<file path="src/vst_defines.vh">
`ifndef VST_DEFINES_VH
`define VST_DEFINES_VH

// ****************************************
// clocking
// ****************************************
`define VST_REF_CLK_MHZ   100
`define VST_PIX_CLK_MHZ   25

// ****************************************
// horizontal timing, pixel clocks
// ****************************************
`define VST_H_SYNC        96
`define VST_H_BACK        48
`define VST_H_VISIBLE     640
`define VST_H_FRONT       16

// ****************************************
// vertical timing, lines
// ****************************************
`define VST_V_SYNC        2
`define VST_V_BACK        33
`define VST_V_VISIBLE     480
`define VST_V_FRONT       10

// ****************************************
// pixel word layout
// ****************************************
`define VST_COLOUR_W      4
`define VST_RED_LSB       8
`define VST_GREEN_LSB     4
`define VST_BLUE_LSB      0
`define VST_FIFO_DEPTH    32

`endif

</file>
<file path="src/vst_sync_gen.v">
// Operation
// horizontal sync is driven low for 96 pixel clocks at the start of each row and high otherwise.
// after the horizontal sync pulse the colour outputs are held at zero for 48 pixel clocks.
// after the back porch one pixel colour is shown per pixel clock for 640 pixel clocks in order.
// after the visible interval the colour outputs are zero for 16 pixel clocks before the next sync.
// vertical timing uses 2 sync, 33 back porch, 480 visible and 10 front porch lines per frame.
// red, green and blue each leave the block as a 4-bit value for an external resistor DAC.
// both sync outputs come straight from the block's flip-flops as digital levels.
// all timing counts advance at a 25 MHz pixel rate to form the 640x480 mode.
// a pixel counter wraps after the full row and a line counter advances per row and wraps per frame.
`timescale 1ns/1ns
`include "vst_defines.vh"

// ****************************************
// pixel fifo
// ****************************************
module vst_fifo #(
  parameter WIDTH = 12,
  parameter DEPTH = `VST_FIFO_DEPTH,
  parameter AW    = 5
) (
  // clock and reset
  input  wire             i_ref_clk,
  input  wire             i_srst,
  // fill side
  input  wire [WIDTH-1:0] i_wr_data,
  input  wire             i_wr_valid,
  output wire             o_wr_ready,
  // drain side
  output wire [WIDTH-1:0] o_rd_data,
  output wire             o_rd_valid,
  input  wire             i_rd_ready
);
  localparam [31:0] DEPTH_W = DEPTH;
  localparam [31:0] LAST_W  = DEPTH - 1;

  reg  [WIDTH-1:0] mem [0:DEPTH-1];
  reg  [AW-1:0]    wr_ptr_r;
  reg  [AW-1:0]    wr_ptr_nxt;
  reg  [AW-1:0]    rd_ptr_r;
  reg  [AW-1:0]    rd_ptr_nxt;
  reg  [AW:0]      count_r;
  reg  [AW:0]      count_nxt;
  wire             push;
  wire             pop;

  assign o_wr_ready = (count_r != DEPTH_W[AW:0]);
  assign o_rd_valid = (count_r != {(AW+1){1'b0}});
  assign o_rd_data  = mem[rd_ptr_r];
  assign push       = i_wr_valid & o_wr_ready;
  assign pop        = i_rd_ready & o_rd_valid;

  // ****************************************
  // storage
  // ****************************************
  // no reset on the array, so it can sit in block memory
  always @(posedge i_ref_clk) begin
    if (push) begin
      mem[wr_ptr_r] <= i_wr_data;
    end
  end

  // ****************************************
  // pointers and fill count
  // ****************************************
  // pointers wrap explicitly so depth need not be a power of two
  always @* begin
    wr_ptr_nxt = wr_ptr_r;
    rd_ptr_nxt = rd_ptr_r;
    count_nxt  = count_r;
    if (push) begin
      wr_ptr_nxt = (wr_ptr_r == LAST_W[AW-1:0]) ? {AW{1'b0}} : wr_ptr_r + 1'b1;
    end
    if (pop) begin
      rd_ptr_nxt = (rd_ptr_r == LAST_W[AW-1:0]) ? {AW{1'b0}} : rd_ptr_r + 1'b1;
    end
    if (push & ~pop) begin
      count_nxt = count_r + 1'b1;
    end else if (pop & ~push) begin
      count_nxt = count_r - 1'b1;
    end
  end

  always @(posedge i_ref_clk) begin
    if (i_srst) begin
      wr_ptr_r <= {AW{1'b0}};
      rd_ptr_r <= {AW{1'b0}};
      count_r  <= {(AW+1){1'b0}};
    end else begin
      wr_ptr_r <= wr_ptr_nxt;
      rd_ptr_r <= rd_ptr_nxt;
      count_r  <= count_nxt;
    end
  end
endmodule

// ****************************************
// sync and colour generator
// ****************************************
module vst_sync_gen #(
  parameter CW      = `VST_COLOUR_W,
  parameter H_SYNC  = `VST_H_SYNC,
  parameter H_BACK  = `VST_H_BACK,
  parameter H_VIS   = `VST_H_VISIBLE,
  parameter H_FRONT = `VST_H_FRONT,
  parameter V_SYNC  = `VST_V_SYNC,
  parameter V_BACK  = `VST_V_BACK,
  parameter V_VIS   = `VST_V_VISIBLE,
  parameter V_FRONT = `VST_V_FRONT,
  parameter DEPTH   = `VST_FIFO_DEPTH
) (
  // clock and reset
  input  wire          i_ref_clk,
  input  wire          i_srst,
  // pixel stream in
  input  wire [3*CW-1:0] i_pix_data,
  input  wire          i_pix_valid,
  output wire          o_pix_ready,
  // monitor side
  output wire          o_horizontal_sync_out,
  output wire          o_vertical_sync_out,
  output wire [CW-1:0] o_red,
  output wire [CW-1:0] o_green,
  output wire [CW-1:0] o_blue,
  // status
  output wire          o_frame_start,
  output wire          o_underrun
);
  localparam DIV     = `VST_REF_CLK_MHZ / `VST_PIX_CLK_MHZ;
  localparam H_TOTAL = H_SYNC + H_BACK + H_VIS + H_FRONT;
  localparam V_TOTAL = V_SYNC + V_BACK + V_VIS + V_FRONT;
  localparam H_VBEG  = H_SYNC + H_BACK;
  localparam V_VBEG  = V_SYNC + V_BACK;
  localparam AW      = $clog2(DEPTH);

  // true when c lies in [lo, lo+len)
  function in_range;
    input [10:0] c;
    input [10:0] lo;
    input [10:0] len;
    begin
      in_range = (c >= lo) && (c < lo + len);
    end
  endfunction

  reg  [2:0]       div_r;
  reg  [2:0]       div_nxt;
  reg  [10:0]      h_cnt_r;
  reg  [10:0]      h_cnt_nxt;
  reg  [10:0]      v_cnt_r;
  reg  [10:0]      v_cnt_nxt;
  reg              hs_r;
  reg              hs_nxt;
  reg              vs_r;
  reg              vs_nxt;
  reg  [3*CW-1:0]  rgb_r;
  reg  [3*CW-1:0]  rgb_nxt;
  reg              frame_r;
  reg              frame_nxt;
  reg              under_r;
  reg              under_nxt;
  wire             pix_tick;
  wire             h_last;
  wire             v_last;
  wire             visible;
  wire [3*CW-1:0]  fifo_data;
  wire             fifo_valid;
  wire             fifo_pop;

  // ****************************************
  // pixel clock
  // ****************************************
  // 100 MHz reference divided down to the pixel rate
  assign pix_tick = (div_r == DIV[2:0] - 3'h1);

  always @* begin
    div_nxt = pix_tick ? 3'h0 : div_r + 3'h1;
  end

  always @(posedge i_ref_clk) begin
    if (i_srst) begin
      div_r <= 3'h0;
    end else begin
      div_r <= div_nxt;
    end
  end

  // ****************************************
  // row and frame counters
  // ****************************************
  assign h_last = (h_cnt_r == H_TOTAL[10:0] - 11'h1);
  assign v_last = (v_cnt_r == V_TOTAL[10:0] - 11'h1);

  // the line counter only moves on the last pixel of a row
  always @* begin
    h_cnt_nxt = h_cnt_r;
    v_cnt_nxt = v_cnt_r;
    if (pix_tick) begin
      h_cnt_nxt = h_last ? 11'h000 : h_cnt_r + 11'h001;
      if (h_last) begin
        v_cnt_nxt = v_last ? 11'h000 : v_cnt_r + 11'h001;
      end
    end
  end

  always @(posedge i_ref_clk) begin
    if (i_srst) begin
      h_cnt_r <= 11'h000;
      v_cnt_r <= 11'h000;
    end else begin
      h_cnt_r <= h_cnt_nxt;
      v_cnt_r <= v_cnt_nxt;
    end
  end

  // ****************************************
  // colour window
  // ****************************************
  // porches fall outside the horizontal window, so colour is zero there
  assign visible = in_range(h_cnt_r, H_VBEG[10:0], H_VIS[10:0]) &&
                   in_range(v_cnt_r, V_VBEG[10:0], V_VIS[10:0]);

  // one word leaves the fifo per visible pixel clock
  assign fifo_pop = pix_tick & visible;

  // ****************************************
  // pixel fifo
  // ****************************************
  // the fifo soaks up a bursty source against the fixed raster
  vst_fifo #(
    .WIDTH (3*CW),
    .DEPTH (DEPTH),
    .AW    (AW)
  ) u_fifo (
    .i_ref_clk  (i_ref_clk),
    .i_srst     (i_srst),
    .i_wr_data  (i_pix_data),
    .i_wr_valid (i_pix_valid),
    .o_wr_ready (o_pix_ready),
    .o_rd_data  (fifo_data),
    .o_rd_valid (fifo_valid),
    .i_rd_ready (fifo_pop)
  );

  // ****************************************
  // output registers
  // ****************************************
  // sync and colour outputs are flops updated on the pixel tick; frame start and underrun load every reference clock
  always @* begin
    hs_nxt    = hs_r;
    vs_nxt    = vs_r;
    rgb_nxt   = rgb_r;
    frame_nxt = pix_tick && (h_cnt_r == 11'h000) && (v_cnt_r == 11'h000);
    under_nxt = fifo_pop & ~fifo_valid;
    if (pix_tick) begin
      hs_nxt = ~in_range(h_cnt_r, 11'h000, H_SYNC[10:0]);
      vs_nxt = ~in_range(v_cnt_r, 11'h000, V_SYNC[10:0]);
      // an empty fifo shows black rather than stalling the raster
      if (visible && fifo_valid) begin
        rgb_nxt = fifo_data;
      end else begin
        rgb_nxt = {(3*CW){1'b0}};
      end
    end
  end

  // syncs idle high and colour idles black while reset is held
  always @(posedge i_ref_clk) begin
    if (i_srst) begin
      hs_r    <= 1'b1;
      vs_r    <= 1'b1;
      rgb_r   <= {(3*CW){1'b0}};
      frame_r <= 1'b0;
      under_r <= 1'b0;
    end else begin
      hs_r    <= hs_nxt;
      vs_r    <= vs_nxt;
      rgb_r   <= rgb_nxt;
      frame_r <= frame_nxt;
      under_r <= under_nxt;
    end
  end

  // ****************************************
  // monitor side
  // ****************************************
  assign o_horizontal_sync_out = hs_r;
  assign o_vertical_sync_out   = vs_r;
  assign o_frame_start         = frame_r;
  assign o_underrun            = under_r;

  // ****************************************
  // dac channels
  // ****************************************
  // split the packed word into the three dac channels
  genvar g;
  generate
    for (g = 0; g < CW; g = g + 1) begin : g_chan
      assign o_red[g]   = rgb_r[`VST_RED_LSB + g];
      assign o_green[g] = rgb_r[`VST_GREEN_LSB + g];
      assign o_blue[g]  = rgb_r[`VST_BLUE_LSB + g];
    end
  endgenerate
endmodule

</file>
<file path="config.mk">
export PLATFORM = sky130hd
export DESIGN_NAME = vst_sync_gen
export DESIGN_NICKNAME = d
export VERILOG_FILES = /design/src/vst_sync_gen.v
export VERILOG_INCLUDE_DIRS = /design/src
export SDC_FILE = /design/constraint.sdc
export NUM_CORES = 1
export LEC_CHECK = 0
export ABC_AREA = 1
export BUFFER_PORTS_ARGS = -buffer_cell sky130_fd_sc_hd__buf_2
export CORE_MARGIN = 1
export CORE_UTILIZATION = 65
export DETAILED_ROUTE_END_ITERATION = 6
export HOLD_SLACK_MARGIN = 0.1
export PLACE_DENSITY_LB_ADDON = 0.3
export REMOVE_ABC_BUFFERS = 1
export SYNTH_ARGS = -nofsm -noshare
export SYNTH_HDL_FRONTEND = slang
export SYNTH_SLANG_ARGS = --single-unit
</file>
<file path="constraint.sdc">
create_clock -name i_ref_clk -period 5.79 [get_ports i_ref_clk]
set_input_delay 1.158 -clock i_ref_clk [delete_from_list [all_inputs] [get_ports i_ref_clk]]
set_output_delay 1.158 -clock i_ref_clk [all_outputs]
set_load 0.005 [all_outputs]
</file>
==> flow_metrics.tcl <==
set metrics [dict create \
    areaGrowthSynthToFinish_pct 10.4 \
    yosys.area.top_type "edfxtp_1" \
    worstMarginPinSlew_ns 1.22 \
    antennaDiodeCount 0 \
    avgViaCountPerCell 6.12 \
    core_um2 27900 \
    peakVddDrop_uv 279 \
    place_area_um2 18900 \
    grt_pass1_wl_um 67600 \
    end_kind "flop" \
    syn_area_um2 18500 \
    required_ns 6.22 \
    fp.dieH_um 171 \
    worstPathMaxFanout 7 \
    antenna_found_initial 0 \
    portBuffers 31 \
    synthTopCellsByArea "edfxtp_1 62%, nand3_1 10%, nand2_1 9.8%" \
    drv_cap 0 \
    critical_path.most_common_cell "ha_1" \
    synth_top_family_by_area "simple AND/OR/NAND/NOR gates" \
    slowest_stage "dfxtp_1" \
    final_cell_area_um2 20400 \
    finalCriticalPeriod_ns 2.87 \
    final_layout_size_suffix_gt1_share_pct 8.40 \
    yosys.area_share.adder_pct 1.33 \
    drtPass1Iterations 6 \
    clock_latency_ns 0.56 \
    clkTransAtPathRegs_ns 0.06 \
    numCtsBuffers 44 \
    synth-seq-cells 446 \
    rsz0062_at_grt "no" \
    ys_seq_area_share_pct 69.1 \
    drc 0 \
    fmax_mhz 349 \
    yosys.area.top_type_share_pct 62.4 \
    clock-root-buffer "clkbuf_16" \
    htreeDepth 2 \
    synth-simple-area-share_pct 23.9 \
    path_class "flop to flop" \
    hold_path_class "flop to flop" \
    fp.dieArea_um2 29100 \
    drtIter0Drc 1623 \
    totalPowerFinal_mw 6.75 \
    cts_setup_buffers 0 \
    rows 61 \
    ys_types 44 \
    fin_crit_sh_pct 49.5 \
    utilization_pct 73.3 \
    ctsResizeCount 0 \
    maxSlewViolCount 0 \
    final_cells 2116 \
    start_kind "flop" \
    ant_nets 0 \
    cts_tree "built" \
    cts_sinks 446 \
    hpwl_um 25100 \
    synth-compound-area-share_pct 1.81 \
    grt_overflow 0 \
    io_pins 32 \
    grt_pass1_vias 12400 \
    grt_use_total_pct 31.1 \
    whs_ns 0.421 \
    power.density_nw_per_um2 331 \
    yosysWarnings 0 \
    dp.cells 2034 \
    synthMuxAreaShare_pct 0 \
    wl_um 43800 \
    hold_viol 0 \
    syn_area_per_cell_um2 10.9 \
    relSlewSlack_pct 18.6 \
    critPathArrivalTime_ns 3.30 \
    cts.path.max_buffers 3 \
    fill_cells 1820 \
    crit_chain "ha_1 > nor2_1 > nand3_1 > a21oi_2 > nor2_4 > nand3_4 > ha_1 > inv_1 > ha_1 > a21oi_1 > nand2_1 > xor2_1 > o21ai_0 > inv_1" \
    syn_inst 1689 \
    finalSetupViolations 0 \
    start_util_pct 66.4 \
    power.leakage_nw 7.40 \
    gp_congestion 0.929 \
    final_nets 1736 \
    skew_ns 0.0187 \
    synthXorXnorAreaFrac_pct 0.474 \
    grt_start_max_net_pins 84 \
    status "finished, final reports clean" \
    critPathMaxStageDelay_ns 0.42 \
    dr_total_vias 12900 \
    wl_per_cell_um 20.7 \
    postCtsHoldBufs 0 \
    die_x_um 171 \
]
## kinds of logic (layout without fill, tap and decap cells)
logic type      count (synthesis)  after routing
fa+ha+maj                      19             19
buf+inv                       144            193
xor+xnor                       10             10
compound gates                 60             60
flops                         446            446
simple gates                 1010           1010
## cells in the final DEF (no fill, tap or decap), types with 3 or more instances in the layout
master	count
clkinv_1	6
o211ai_1	3
buf_2	31
a31oi_1	3
dfxtp_1	59
nor2_4	3
nor2_1	100
nor3_1	17
inv_2	7
inv_6	3
nand4_1	12
buf_4	21
clkbuf_16	46
bufinv_16	8
clkbuf_1	14
nand2_2	5
o21ai_0	24
xnor2_1	4
edfxtp_1	384
nor3_2	3
clkinv_2	6
inv_1	48
nand2_1	483
xor2_1	6
nand3_1	376
a21oi_1	22
ha_1	18
## layer usage
metal / global-route usage [%] / routed length [µm]
met5: 0 / 0
met4: 12.1 / 1480
met3: 6.20 / 4730
met2: 49.4 / 20500
met1: 42.5 / 17100
## per-stage QoR
step	setup WS [ns]	setup TNS (ns)
5_1_grt	2.66	0
3_3_place_gp	2.58	0
4_1_cts	2.94	0
3_5_place_dp	2.54	0
6_report	2.92	0
2_1_floorplan	-1.04	-11.84
## report_power, final
group / leakage [nW] / switching [mW] / internal [mW]
sequential: 3.96 / 0.0184 / 3.52
combinational: 2.69 / 0.150 / 0.0521
clock: 0.740 / 1.18 / 1.83
total: 7.40 / 1.34 / 5.41
## worst max-delay path, delay by kind of cell (launching register included)
family                     cells  cell delay (ns)
AOI/OAI and AO/OA              3             0.50
xor gates and xnor gates       1             0.15
adders and majority gates      3             0.90
buffers and inverters          2             0.22
DFF                            1             0.42
and+or+nand+nor                5             0.57
## state kept, by name, indices dropped and copies added (netlist names), named ones only
signal / flops
o_vertical_sync_out: 1
o_underrun: 1
u_fifo.count_r: 6
v_cnt_r: 11
rgb_r: 12
u_fifo.wr_ptr_r: 5
o_horizontal_sync_out: 1
u_fifo.rd_ptr_r: 5
u_fifo.mem: 384
div_r: 3
o_frame_start: 1
h_cnt_r: 11
## cells in the mapped netlist (all sizes together)
| cell type | n |
|---|---|
| nand2 | 488 |
| edfxtp | 384 |
| nand3 | 379 |
| nor2 | 105 |
| buf | 63 |
| dfxtp | 62 |
| inv | 57 |
| o21ai | 25 |
| a21oi | 23 |
| clkbuf | 21 |
| nor3 | 20 |
| ha | 18 |
| nand4 | 12 |
| xor2 | 6 |
| xnor2 | 4 |
| a31oi | 3 |
| o211ai | 3 |
| clkinv | 2 |
| nor3b | 2 |
| nor4 | 2 |
| a211oi | 1 |
| a21o | 1 |
| a41oi | 1 |
| dlygate4sd1 | 1 |
| fa | 1 |
| nand3b | 1 |
| o2111ai | 1 |
| o21a | 1 |
| o32a | 1 |
| or2 | 1 |
## layout make-up
type | count | area, µm² | area share (%)
repair buffers | 52 | 313 | 1.53
clock inverters | 21 | 313 | 1.53
multi-input cells | 1099 | 5080 | 24.9
clock buffers | 61 | 1220 | 5.96
well taps | 378 | 473 | 2.32
flip-flops and latches | 446 | 12800 | 62.6
inverters | 59 | 229 | 1.12
## final timing paths
path	slack [ns]	end	from	cells after the start
worst min register to register	0.42	div_r[0]	div_r[0]	1
worst max-delay path	2.92	u_fifo.count_r[3]	v_cnt_r[1]	14
worst max register to register	2.92	u_fifo.count_r[3]	v_cnt_r[1]	14
worst min-delay path	0.42	div_r[0]	div_r[0]	1
Note: power is estimated with default switching activity, not from simulation.
